File: config.mk
export PLATFORM = sky130hd
export DESIGN_NAME = color_sensor_regs
export DESIGN_NICKNAME = d
export VERILOG_FILES = /design/src/color_sensor_pkg.sv /design/src/color_sensor_regs.sv /design/src/sign_mag_format.sv /design/src/channel_sequencer.sv
export SDC_FILE = /design/constraint.sdc
export NUM_CORES = 1
export LEC_CHECK = 0
export BUFFER_PORTS_ARGS = -buffer_cell sky130_fd_sc_hd__clkbuf_2
export CAP_MARGIN = 20
export CORE_MARGIN = 10
export CORE_UTILIZATION = 50
export CTS_CLUSTER_DIAMETER = 100
export DETAILED_ROUTE_END_ITERATION = 8
export PLACE_DENSITY = 0.68
export SYNTH_ARGS = -nofsm -noshare
export SYNTH_HDL_FRONTEND = slang
export SYNTH_HIERARCHICAL = 1
export SYNTH_SLANG_ARGS = --single-unit
File: constraint.sdc
create_clock -name sys_clk_i -period 5.15 [get_ports sys_clk_i]
set_input_delay 0.515 -clock sys_clk_i [delete_from_list [all_inputs] [get_ports sys_clk_i]]
set_output_delay 0.515 -clock sys_clk_i [all_outputs]
set_load 0.02 [all_outputs]
File: src/color_sensor_pkg.sv
// Constants shared by the colour sensor register block and its helpers
package color_sensor_pkg;

   // ==========================================================
   // Register addresses
   localparam logic [7:0] ADDR_CTRL = 8'h00;
   localparam logic [7:0] ADDR_CONFIG = 8'h01;
   localparam logic [7:0] ADDR_CAP_BASE = 8'h06;
   localparam logic [7:0] ADDR_INT_BASE = 8'h0A;
   localparam logic [7:0] ADDR_DATA_BASE = 8'h40;
   localparam logic [7:0] ADDR_OFS_BASE = 8'h48;

   // ==========================================================
   // Field positions
   localparam int CONV_BIT = 0;
   localparam int OFS_BIT = 1;
   localparam int TRIM_BIT = 0;
   localparam int SLEEP_BIT = 1;
   localparam int EXT_CLOCK_SELECT_BIT = 2;
   localparam int SIGN_BIT = 7;

   // ==========================================================
   // Widths, counts and reset values
   localparam int NUM_CHAN = 4;
   localparam int CHAN_W = 2;
   localparam int CAP_W = 4;
   localparam int INT_W = 12;
   localparam int RES_W = 10;
   localparam int MAG_W = 7;
   localparam logic [CAP_W-1:0] CAP_RESET = 4'hF;
   localparam logic [INT_W-1:0] INT_RESET = 12'h000;
   localparam logic [RES_W-1:0] RES_RESET = 10'h000;
   localparam logic [7:0] BYTE_ZERO = 8'h00;
   localparam logic [CHAN_W-1:0] LAST_CHAN = 2'h3;
   localparam logic [MAG_W-1:0] MAG_MAX = 7'h7F;

   // ==========================================================
   // Channel sequencer states
   typedef enum logic [1:0]
   {
      SEQ_IDLE = 2'b00,
      SEQ_SETUP = 2'b01,
      SEQ_REQ = 2'b10
   } seq_state_e;

endpackage

File: src/color_sensor_regs.sv
// Register map, command control and result store of the colour sensor
`timescale 1ns/1ps
module color_sensor_regs
(
   // Clock and reset
   input wire logic sys_clk_i,
   input wire logic rst_i,
   // Register access from the serial interface
   input wire logic [7:0] reg_addr_i,
   input wire logic [7:0] reg_wdata_i,
   input wire logic reg_wr_i,
   input wire logic reg_rd_i,
   output logic [7:0] reg_rdata_o,
   // Analog front end
   input wire logic afe_ack_i,
   input wire logic [9:0] afe_result_i,
   output logic afe_req_o,
   output logic afe_offset_mode_o,
   output logic [1:0] afe_chan_o,
   output logic [3:0] afe_cap_o,
   output logic [11:0] afe_int_o,
   // Clock, power and trim control
   output logic ext_clock_select_o,
   output logic sleep_o,
   output logic trim_offset_enable_o
);

   localparam int NCH = color_sensor_pkg::NUM_CHAN;
   localparam int CW = color_sensor_pkg::CAP_W;
   localparam int IW = color_sensor_pkg::INT_W;
   localparam int RW = color_sensor_pkg::RES_W;
   localparam int MW = color_sensor_pkg::MAG_W;

   // ==========================================================
   // Helpers

   // Hit when addr lies in [base, base + count)
   function automatic logic in_block(input logic [7:0] addr,
                                     input logic [7:0] base,
                                     input logic [7:0] count);
      logic [7:0] diff;
      diff = 8'(addr - base);
      in_block = (addr >= base) && (diff < count);
   endfunction

   // Offset of addr from base, cut to the block index width
   function automatic logic [2:0] block_idx(input logic [7:0] addr,
                                            input logic [7:0] base);
      logic [7:0] diff;
      diff = 8'(addr - base);
      block_idx = diff[2:0];
   endfunction

   // Removes a sign-magnitude offset from a raw reading, clamped
   function automatic logic [RW-1:0] trim_result(input logic [RW-1:0] raw,
                                                 input logic [7:0] ofs);
      logic [11:0] wide;
      logic [11:0] mag;
      wide = {2'b00, raw};
      mag = {5'h00, ofs[MW-1:0]};
      if (ofs[color_sensor_pkg::SIGN_BIT])
         wide = 12'(wide + mag);
      else
         wide = 12'(wide - mag);
      if (wide[11])
         trim_result = '0;
      else if (wide[11:10] != 2'b00)
         trim_result = '1;
      else
         trim_result = wide[RW-1:0];
   endfunction

   // ==========================================================
   // Storage
   logic conv_cmd_reg, conv_cmd_next;
   logic ofs_cmd_reg, ofs_cmd_next;
   logic ext_clk_next, sleep_next, trim_next;
   logic [CW-1:0] cap_reg [NCH];
   logic [CW-1:0] cap_next [NCH];
   logic [IW-1:0] int_reg [NCH];
   logic [IW-1:0] int_next [NCH];
   logic [RW-1:0] data_reg [NCH];
   logic [RW-1:0] data_next [NCH];
   logic [7:0] ofs_reg [NCH];
   logic [7:0] ofs_next [NCH];
   logic busy_reg, busy_next;
   logic run_ofs_reg, run_ofs_next;
   logic [7:0] rd_next;

   // ==========================================================
   // Address decode
   wire logic wr_ctrl;
   wire logic wr_cfg;
   wire logic hit_cap;
   wire logic hit_int;
   wire logic hit_data;
   wire logic hit_ofs;
   wire logic [2:0] cap_idx;
   wire logic [2:0] int_idx;
   wire logic [2:0] data_idx;
   wire logic [2:0] ofs_idx;

   assign wr_ctrl = reg_wr_i && (reg_addr_i == color_sensor_pkg::ADDR_CTRL);
   assign wr_cfg = reg_wr_i && (reg_addr_i == color_sensor_pkg::ADDR_CONFIG);
   assign hit_cap = in_block(reg_addr_i, color_sensor_pkg::ADDR_CAP_BASE,
                             8'(NCH));
   assign hit_int = in_block(reg_addr_i, color_sensor_pkg::ADDR_INT_BASE,
                             8'(2 * NCH));
   assign hit_data = in_block(reg_addr_i, color_sensor_pkg::ADDR_DATA_BASE,
                              8'(2 * NCH));
   assign hit_ofs = in_block(reg_addr_i, color_sensor_pkg::ADDR_OFS_BASE,
                             8'(NCH));
   assign cap_idx = block_idx(reg_addr_i, color_sensor_pkg::ADDR_CAP_BASE);
   assign int_idx = block_idx(reg_addr_i, color_sensor_pkg::ADDR_INT_BASE);
   assign data_idx = block_idx(reg_addr_i, color_sensor_pkg::ADDR_DATA_BASE);
   assign ofs_idx = block_idx(reg_addr_i, color_sensor_pkg::ADDR_OFS_BASE);

   // ==========================================================
   // Sequencer and offset formatting
   wire logic start;
   wire logic seq_done;
   wire logic store;
   wire logic [7:0] ofs_sm;

   // Conversion outranks offset; sleep holds new work back
   assign start = !busy_reg && !sleep_o && (conv_cmd_reg || ofs_cmd_reg);
   assign store = afe_req_o && afe_ack_i;

   channel_sequencer seq_u
   (
      .sys_clk_i(sys_clk_i),
      .rst_i(rst_i),
      .start_i(start),
      .offset_mode_i(!conv_cmd_reg),
      .ack_i(afe_ack_i),
      .req_o(afe_req_o),
      .chan_o(afe_chan_o),
      .offset_mode_o(afe_offset_mode_o),
      .done_o(seq_done)
   );

   sign_mag_format fmt_u
   (
      .raw_i(afe_result_i[7:0]),
      .sm_o(ofs_sm)
   );

   // ==========================================================
   // Command bits
   always_comb
   begin
      busy_next = busy_reg;
      run_ofs_next = run_ofs_reg;
      conv_cmd_next = conv_cmd_reg;
      ofs_cmd_next = ofs_cmd_reg;
      if (start)
      begin
         busy_next = 1'b1;
         run_ofs_next = !conv_cmd_reg;
      end
      if (seq_done)
      begin
         busy_next = 1'b0;
         if (run_ofs_reg)
            ofs_cmd_next = 1'b0;
         else
            conv_cmd_next = 1'b0;
      end
      // A fresh request in the clearing cycle is kept
      if (wr_ctrl && reg_wdata_i[color_sensor_pkg::CONV_BIT])
         conv_cmd_next = 1'b1;
      if (wr_ctrl && reg_wdata_i[color_sensor_pkg::OFS_BIT])
         ofs_cmd_next = 1'b1;
   end

   // ==========================================================
   // Configuration
   always_comb
   begin
      ext_clk_next = ext_clock_select_o;
      trim_next = trim_offset_enable_o;
      sleep_next = sleep_o;
      if (wr_cfg)
      begin
         ext_clk_next = reg_wdata_i[color_sensor_pkg::EXT_CLOCK_SELECT_BIT];
         trim_next = reg_wdata_i[color_sensor_pkg::TRIM_BIT];
         sleep_next = reg_wdata_i[color_sensor_pkg::SLEEP_BIT];
      end
      // Also drops sleep if the external clock is later deselected
      sleep_next = sleep_next && ext_clk_next;
   end

   // ==========================================================
   // Settings and results
   always_comb
   begin
      for (int i = 0; i < NCH; i++)
      begin
         cap_next[i] = cap_reg[i];
         int_next[i] = int_reg[i];
         data_next[i] = data_reg[i];
         ofs_next[i] = ofs_reg[i];
      end
      if (reg_wr_i && hit_cap)
         cap_next[cap_idx[1:0]] = reg_wdata_i[CW-1:0];
      if (reg_wr_i && hit_int)
      begin
         if (int_idx[0])
            int_next[int_idx[2:1]][IW-1:8] = reg_wdata_i[IW-9:0];
         else
            int_next[int_idx[2:1]][7:0] = reg_wdata_i;
      end
      if (store && afe_offset_mode_o)
         ofs_next[afe_chan_o] = ofs_sm;
      if (store && !afe_offset_mode_o)
      begin
         if (trim_offset_enable_o)
            data_next[afe_chan_o] =
               trim_result(afe_result_i, ofs_reg[afe_chan_o]);
         else
            data_next[afe_chan_o] = afe_result_i;
      end
   end

   // ==========================================================
   // Read data
   always_comb
   begin
      rd_next = color_sensor_pkg::BYTE_ZERO;
      if (reg_addr_i == color_sensor_pkg::ADDR_CTRL)
      begin
         rd_next[color_sensor_pkg::CONV_BIT] = conv_cmd_reg;
         rd_next[color_sensor_pkg::OFS_BIT] = ofs_cmd_reg;
      end
      else if (reg_addr_i == color_sensor_pkg::ADDR_CONFIG)
      begin
         rd_next[color_sensor_pkg::EXT_CLOCK_SELECT_BIT] = ext_clock_select_o;
         rd_next[color_sensor_pkg::SLEEP_BIT] = sleep_o;
         rd_next[color_sensor_pkg::TRIM_BIT] = trim_offset_enable_o;
      end
      else if (hit_cap)
         rd_next[CW-1:0] = cap_reg[cap_idx[1:0]];
      else if (hit_int && int_idx[0])
         rd_next[IW-9:0] = int_reg[int_idx[2:1]][IW-1:8];
      else if (hit_int)
         rd_next = int_reg[int_idx[2:1]][7:0];
      else if (hit_data && data_idx[0])
         rd_next[RW-9:0] = data_reg[data_idx[2:1]][RW-1:8];
      else if (hit_data)
         rd_next = data_reg[data_idx[2:1]][7:0];
      else if (hit_ofs)
         rd_next = ofs_reg[ofs_idx[1:0]];
   end

   // ==========================================================
   // Flip-flops
   always_ff @(posedge sys_clk_i)
   begin
      if (rst_i)
      begin
         conv_cmd_reg <= 1'b0;
         ofs_cmd_reg <= 1'b0;
         busy_reg <= 1'b0;
         run_ofs_reg <= 1'b0;
         ext_clock_select_o <= 1'b0;
         sleep_o <= 1'b0;
         trim_offset_enable_o <= 1'b0;
         reg_rdata_o <= color_sensor_pkg::BYTE_ZERO;
      end
      else
      begin
         conv_cmd_reg <= conv_cmd_next;
         ofs_cmd_reg <= ofs_cmd_next;
         busy_reg <= busy_next;
         run_ofs_reg <= run_ofs_next;
         ext_clock_select_o <= ext_clk_next;
         sleep_o <= sleep_next;
         trim_offset_enable_o <= trim_next;
         if (reg_rd_i)
            reg_rdata_o <= rd_next;
      end
   end

   always_ff @(posedge sys_clk_i)
   begin
      if (rst_i)
      begin
         for (int i = 0; i < NCH; i++)
         begin
            cap_reg[i] <= color_sensor_pkg::CAP_RESET;
            int_reg[i] <= color_sensor_pkg::INT_RESET;
            data_reg[i] <= color_sensor_pkg::RES_RESET;
            ofs_reg[i] <= color_sensor_pkg::BYTE_ZERO;
         end
      end
      else
      begin
         cap_reg <= cap_next;
         int_reg <= int_next;
         data_reg <= data_next;
         ofs_reg <= ofs_next;
      end
   end

   // Settings of the channel being set up, one cycle behind the channel
   always_ff @(posedge sys_clk_i)
   begin
      if (rst_i)
      begin
         afe_cap_o <= color_sensor_pkg::CAP_RESET;
         afe_int_o <= color_sensor_pkg::INT_RESET;
      end
      else
      begin
         afe_cap_o <= cap_reg[afe_chan_o];
         afe_int_o <= int_reg[afe_chan_o];
      end
   end

endmodule

File: src/sign_mag_format.sv
// Two's complement offset to sign-magnitude converter with saturation
`timescale 1ns/1ps
module sign_mag_format
(
   // Raw offset from the front end
   input wire logic [7:0] raw_i,
   // Sign-magnitude byte
   output logic [7:0] sm_o
);

   wire logic neg;
   wire logic [7:0] absval;
   wire logic [color_sensor_pkg::MAG_W-1:0] mag;

   assign neg = raw_i[color_sensor_pkg::SIGN_BIT];
   assign absval = neg ? 8'(~raw_i + 8'h01) : raw_i;
   // Minus 128 has no 7-bit magnitude, so it saturates
   assign mag = absval[color_sensor_pkg::SIGN_BIT] ?
      color_sensor_pkg::MAG_MAX : absval[color_sensor_pkg::MAG_W-1:0];
   assign sm_o = {neg, mag};

endmodule

File: src/channel_sequencer.sv
// Walks the four channels through the analog front end, one at a time
`timescale 1ns/1ps
module channel_sequencer
(
   // Clock and reset
   input wire logic sys_clk_i,
   input wire logic rst_i,
   // Control from the register block
   input wire logic start_i,
   input wire logic offset_mode_i,
   // Front end handshake
   input wire logic ack_i,
   output logic req_o,
   output logic [color_sensor_pkg::CHAN_W-1:0] chan_o,
   output logic offset_mode_o,
   // One-cycle pulse after the last channel is stored
   output logic done_o
);

   localparam int CHAN_W = color_sensor_pkg::CHAN_W;

   color_sensor_pkg::seq_state_e state_reg, state_next;
   logic [color_sensor_pkg::CHAN_W-1:0] chan_next;
   logic req_next;
   logic mode_next;
   logic done_next;

   always_comb
   begin
      state_next = state_reg;
      chan_next = chan_o;
      req_next = req_o;
      mode_next = offset_mode_o;
      done_next = 1'b0;
      case (state_reg)
         color_sensor_pkg::SEQ_IDLE:
         begin
            if (start_i)
            begin
               state_next = color_sensor_pkg::SEQ_SETUP;
               chan_next = '0;
               mode_next = offset_mode_i;
            end
         end
         // Gives the top a cycle to present this channel's settings
         color_sensor_pkg::SEQ_SETUP:
         begin
            state_next = color_sensor_pkg::SEQ_REQ;
            req_next = 1'b1;
         end
         color_sensor_pkg::SEQ_REQ:
         begin
            if (ack_i)
            begin
               req_next = 1'b0;
               if (chan_o == color_sensor_pkg::LAST_CHAN)
               begin
                  state_next = color_sensor_pkg::SEQ_IDLE;
                  done_next = 1'b1;
               end
               else
               begin
                  state_next = color_sensor_pkg::SEQ_SETUP;
                  chan_next = CHAN_W'(chan_o + 2'h1);
               end
            end
         end
         default:
         begin
            state_next = color_sensor_pkg::SEQ_IDLE;
            req_next = 1'b0;
         end
      endcase
   end

   always_ff @(posedge sys_clk_i)
   begin
      if (rst_i)
      begin
         state_reg <= color_sensor_pkg::SEQ_IDLE;
         chan_o <= '0;
         req_o <= 1'b0;
         offset_mode_o <= 1'b0;
         done_o <= 1'b0;
      end
      else
      begin
         state_reg <= state_next;
         chan_o <= chan_next;
         req_o <= req_next;
         offset_mode_o <= mode_next;
         done_o <= done_next;
      end
   end

endmodule

Word level (Yosys, flattened, before mapping):

Index checks and enable logic that the tools add are counted.

* bitwise gates (word level): 9
* reductions and logical operators: 41
* equal/unequal tests: 8
* multiplexer cells: 86
* magnitude comparators: 16
* $add $sub $neg: 8

Operator list (number)
* 8-bit 2-to-1 mux: 16
* 48-bit bitwise mux: 2
* 12-bit 2-to-1 mux: 8
* 40-bit bitwise mux: 2
* 10-bit 2-to-1 mux: 7
* 12-bit binary-select mux with 2-bit select: 2
* 12-bit demux with 2-bit select: 2
* 48-bit 2-to-1 mux: 1
* 40-bit 2-to-1 mux: 1
* 4-bit 2-to-1 mux: 9
* 8-bit binary-select mux with 2-bit select: 2
* 32-bit bitwise mux: 1
* 1-bit logical AND: 21
* 10-bit binary-select mux with 2-bit select: 1
* 10-bit demux with 2-bit select: 1
* 4-bit binary-select mux with 2-bit select: 2
* 16-bit bitwise mux: 1
* 8-bit demux with 2-bit select: 1
* 8-bit by 7-bit greater-or-equal comparator with 1-bit output (second input constant): 2
* 8-bit by 3-bit < comparator with 1-bit output (second input constant): 2
* 8-bit by 4-bit < comparator with 1-bit output (second input constant): 2
* 8-bit by 7-bit subtractor with 8-bit output (second input constant): 2
* 3-bit greater-or-equal comparator (second input constant): 5
* 2-bit NOT with 3-bit output: 5
* 35 further kinds: 70

* word-level logic and storage cells: 199
* input port bits: 31
* register bits: 174
* output and inout bits: 31

Logic depth before layout (Yosys ltp):

* depth after elaboration: 19
* gate-level depth with buffers: 13
* gate-level depth less buffers: 10

Hierarchy:

The synthesis kept the hierarchy.

By module, submodules not included
* color_sensor_regs: sequential area each 3343.2 um^2, area each 8862.2 um^2, cells each 881, times used 1
* channel_sequencer: sequential area each 140.1 um^2, area each 304.0 um^2, cells each 32, times used 1
* sign_mag_format: sequential area each 0.0 um^2, area each 197.7 um^2, cells each 30, times used 1

Worst setup path after synthesis:

No wires, ideal clock.

* kind: reg2reg
* start point: reg seq_u/chan_o[0] in the netlist's numbering
* end point: reg data_reg[37] in the netlist's numbering
* path buffers: 2
* period minus slack after synthesis: 3.940 ns
* arrival: 3.849 ns
* cell stages (with the launch flop): 12
* setup slack: 1.210 ns
* required time: 5.059 ns
* setup time: 0.091 ns
* path through: dfxtp_1 > buf_1 > buf_2 > mux4_2 > inv_1 > ha_1 > nand2b_1 > a2111oi_0 > nor3_1 > a2bb2oi_1 > o41a_1 > a311oi_1

* longest elaborated chain between the ends: 15
* elaborated cells on any way between the ends: 22
* classes of those cells: 2 x add/sub; 2 x order compare; 15 x mux; 1 x bitwise; 2 x reduce/logical

RTL lines
* start, declared: line channel_sequencer.sv:14 `output logic [color_sensor_pkg::CHAN_W-1:0] chan_o,`
* start signal, assigned: line channel_sequencer.sv:89 `chan_o <= chan_next;`
* 2-bit NOT with 3-bit output (not written as such) *: line color_sensor_regs.sv:218, color_sensor_regs.sv:219, color_sensor_regs.sv:221
* 8-bit binary-select mux with 2-bit select: line color_sensor_regs.sv:219 `trim_result(afe_result_i, ofs_reg[afe_chan_o]);`
* 8-bit 2-to-1 mux (not written as such) (2 in a row): line color_sensor_regs.sv:219
* 10-bit by 7-bit subtractor with 11-bit output / 10-bit by 7-bit adder with 11-bit output (equally long branches): line color_sensor_regs.sv:64, color_sensor_regs.sv:62
* 12-bit 2-to-1 mux: line color_sensor_regs.sv:61 `if (ofs[color_sensor_pkg::SIGN_BIT])`
* 12-bit 2-to-1 mux: line color_sensor_regs.sv:217 `if (trim_offset_enable_o)`
* 12-bit 2-to-1 mux: line color_sensor_regs.sv:215 `if (store && !afe_offset_mode_o)`
* 2-bit nonzero test: line color_sensor_regs.sv:67 `else if (wide[11:10] != 2'b00)`
* 10-bit 2-to-1 mux: line color_sensor_regs.sv:67
* 10-bit 2-to-1 mux: line color_sensor_regs.sv:65 `if (wide[11])`
* 10-bit 2-to-1 mux: line color_sensor_regs.sv:217
* 10-bit 2-to-1 mux: line color_sensor_regs.sv:215
* 40-bit bitwise mux: line color_sensor_regs.sv:218 `data_next[afe_chan_o] =`
* 40-bit 2-to-1 mux *: line color_sensor_regs.sv:217
* end signal, assigned by index: line color_sensor_regs.sv:292 `data_reg[i] <= color_sensor_pkg::RES_RESET;`
* end signal, assigned: line color_sensor_regs.sv:300 `data_reg <= data_next;`
* end, declared: line color_sensor_regs.sv:82 `logic [RW-1:0] data_reg [NCH];`

Mark *: on every way between the ends. The rest lies on a longest branch, timed or not. The select of a mux whose other input is x is not followed.
A chain may end at the register's enable or synchronous reset.

Worst setup path in the final report:

* start point: reg seq_u/chan_o[0] in the netlist's numbering
* end point: reg data_reg[39] in the netlist's numbering

The elaborated chain is that of the path after synthesis.

==> run metrics <==
vias in the first global route=7148; synth warn=6; IO Count=62; Final Core Density=56.6%; Combinational Power Share=7.0%; Num CTS Buffers=17; via count=7522; Post-synth ARST share=0%; final setup vio count=0; TritonRoute pass-1 iters=7; Worst Hold Class=in2reg; status=finished, final reports clean; RD Place Congestion=0.921; nets@finish=1019; Post CTS Setup Buffer Count=0; Int Power=2.10 mW; sequential area share after synthesis=37.2%; unrepaired setup endpoints after global routing=no; # rows=49; commonest non-fill, non-tap cells in the layout=172 x dfxtp_1, 140 x nor2_1, 89 x mux2i_1; Finished Cell Area=10300 um2; Max IR drop VDD=0.237 mV; Setup crit end kind=register; total nets after synthesis=1001; Hold Vio Cnt, Final=0; register area=3490 um2; post-CTS sizing=0; Chip Width=157 um; antenna diode count=0; Synth area leaders=dfxtp_1 37%, mux4_2 14%, mux2i_1 9.5%, nor2_1 5.6%, ha_1 3.3%; max reg flops=48; Clock Tree Buf Depth=2; non-filler instance count after layout=1203; total negative slack=0 ns; post-synth top area cell=dfxtp_1; final worst path period share=76.2%; most common cell after layout, fill and taps aside=dfxtp_1; layout cells sized above 1=18.7%; IO Port Bufs=61; WP data arrival=4.23 ns; clk slew on worst S/H paths=0.07 ns; critical path required time=5.45 ns; Sw Share=25.2%; post-route ant nets=0; NetSw=0.708 mW; first-pass GRT wire length=40000 um; Leakage Power=3.98 nW; Mapped Cells=943; Clk pwr share=45.0%; number of flops mapped to enable cells by yosys=0; CORE AREA=18200 um2; die area=24600 um2; CTS Root Cell=clkbuf_16; max-slew violation count=0; CTS tree=done; dominant synthesized flop cell=dfxtp_1; pwr dens=273 nW/um2; WL per Instance=20.7 um; type of origin of the critical path=register; Synth top area share=37.2%; relative slew slack=29.6%; drt via density=6.25; multi-input logic area=5490 um2; Initial DRC Count=773; placed cell count=1171; dpl hpwl=17200 um; sequential power share=48.0%; clock latency reported for the late side of the worst-skew pair=0.43 ns; initial core utilization=51.4%; synthesized area per cell=9.93 um2; CTS sink cnt=174; #FFs+latches synth=174; antenna violations before repair=0; max cap viols=0; Die H=157 um; hold_buf cts=0; hold slack=0.367 ns; DR DRC count=0; Placed Area=9740 um2; post-synth cell types=77; Detailed Route WL=24900 um; Worst-Margin Slew=1.05 ns; Worst Skew=0.00899 ns; grt ovf=0; Post-Syn Area=9360 um2; H-Tree Depth=4; largest net degree at the start of global routing=70; Area growth, synth to finish=10.1%; fin crit period=3.92 ns; global-route usage over all layers=20.5%; Fill cells=1591; Setup CP Type=reg2reg; Max FO, Critical Path=23; FMAX=255 MHz
[critical path, stage by stage, from the launching register on]
cell	delay (ns)
dfxtp_2	0.85
mux4_2	0.61
ha_1	0.23
fa_1	0.38
nor2b_1	0.17
o311a_1	0.31
o21ai_0	0.47
nor2_2	0.21
o31ai_2	0.43
o31ai_1	0.12
[power groups by stage]
stage          Combinational [mW]  Sequential (mW)  Clock (mW)
6_report                    0.197             1.35        1.26
5_1_grt                     0.214             1.35        1.34
4_1_cts                     0.195             1.35        1.28
3_5_place_dp                0.194             1.38           0
3_3_place_gp                0.194             1.38           0
2_1_floorplan               0.128             1.38           0
[kinds of logic (layout without fill, tap and decap cells)]
group                      count (synthesis)  count (layout)  share of synthesized area (%)
and+or+nand+nor                          304             304                           15.8
adders and majority gates                 27              27                           3.77
DFF                                      174             174                           37.2
AOI/OAI and AO/OA                        183             183                           14.6
muxes                                    148             148                           23.6
buffers and inverters                     98             129                           4.21
xor gates and xnor gates                   9               9                          0.842
[cells in the mapped netlist, types with 3 or more instances]
cell type / instances
o22ai_1: 11
o31ai_1: 7
clkbuf_1: 58
nand3_1: 20
xnor2_1: 6
inv_1: 25
a21oi_1: 37
a211oi_1: 17
nor4_1: 3
a2bb2oi_1: 6
a222oi_1: 4
nand2b_1: 7
mux4_2: 58
o41ai_1: 4
buf_2: 6
buf_1: 5
o211ai_1: 9
nor3_1: 17
or3_1: 12
nor2_1: 140
ha_1: 25
o21a_1: 3
o2111a_1: 3
nand3b_1: 7
nor3b_1: 3
xor2_1: 3
a22oi_1: 5
o21bai_1: 3
a311oi_1: 5
or2_2: 6
nor2b_1: 33
dfxtp_1: 174
mux2i_1: 89
a2111oi_0: 9
nand2_1: 32
o221a_2: 3
a211o_1: 19
o21ai_0: 12
and3_1: 8
[path summary, 6_finish.rpt]
| kind | startpoint | end | slack, ns | depth (start not counted) |
|---|---|---|---|---|
| setup / recovery | seq_u/chan_o[0] | data_reg[39] | 1.23 | 9 |
| hold / removal | reg_wdata_i[6] | int_reg[30] | 0.37 | 3 |
| setup reg to reg | seq_u/chan_o[0] | data_reg[39] | 1.23 | 9 |
| hold reg to reg | data_reg[10] | data_reg[10] | 0.45 | 2 |
[cell type report]
| cell class | instances | share of cell area (%) |
|---|---|---|
| Tap cell | 229 | 2.78 |
| Clock inverter | 12 | 1.23 |
| Clock buffer | 20 | 4.33 |
| Multi-Input combinational cell | 671 | 53.2 |
| Timing Repair Buffer | 71 | 3.71 |
| Inverter | 26 | 0.946 |
| Sequential cell | 174 | 33.8 |
[routing by layer]
layer | GRT usage [%] | routed length, um | up-vias
li1 | - | - | 3534
met4 | 4.54 | 294 | 0
met1 | 28.3 | 11400 | 3729
met3 | 5.26 | 1700 | 24
met2 | 31.5 | 11400 | 235
met5 | 0 | 0 | -
[stage by stage]
step / power [mW] / setup WS (ns)
after global placement: 1.57 / 1.34
final: 2.81 / 1.23
after floorplan: 1.51 / 1.21
after global routing: 2.91 / 0.808
after CTS: 2.83 / 1.24
after detailed placement: 1.58 / 1.30
(Power assumes the default switching activity.)
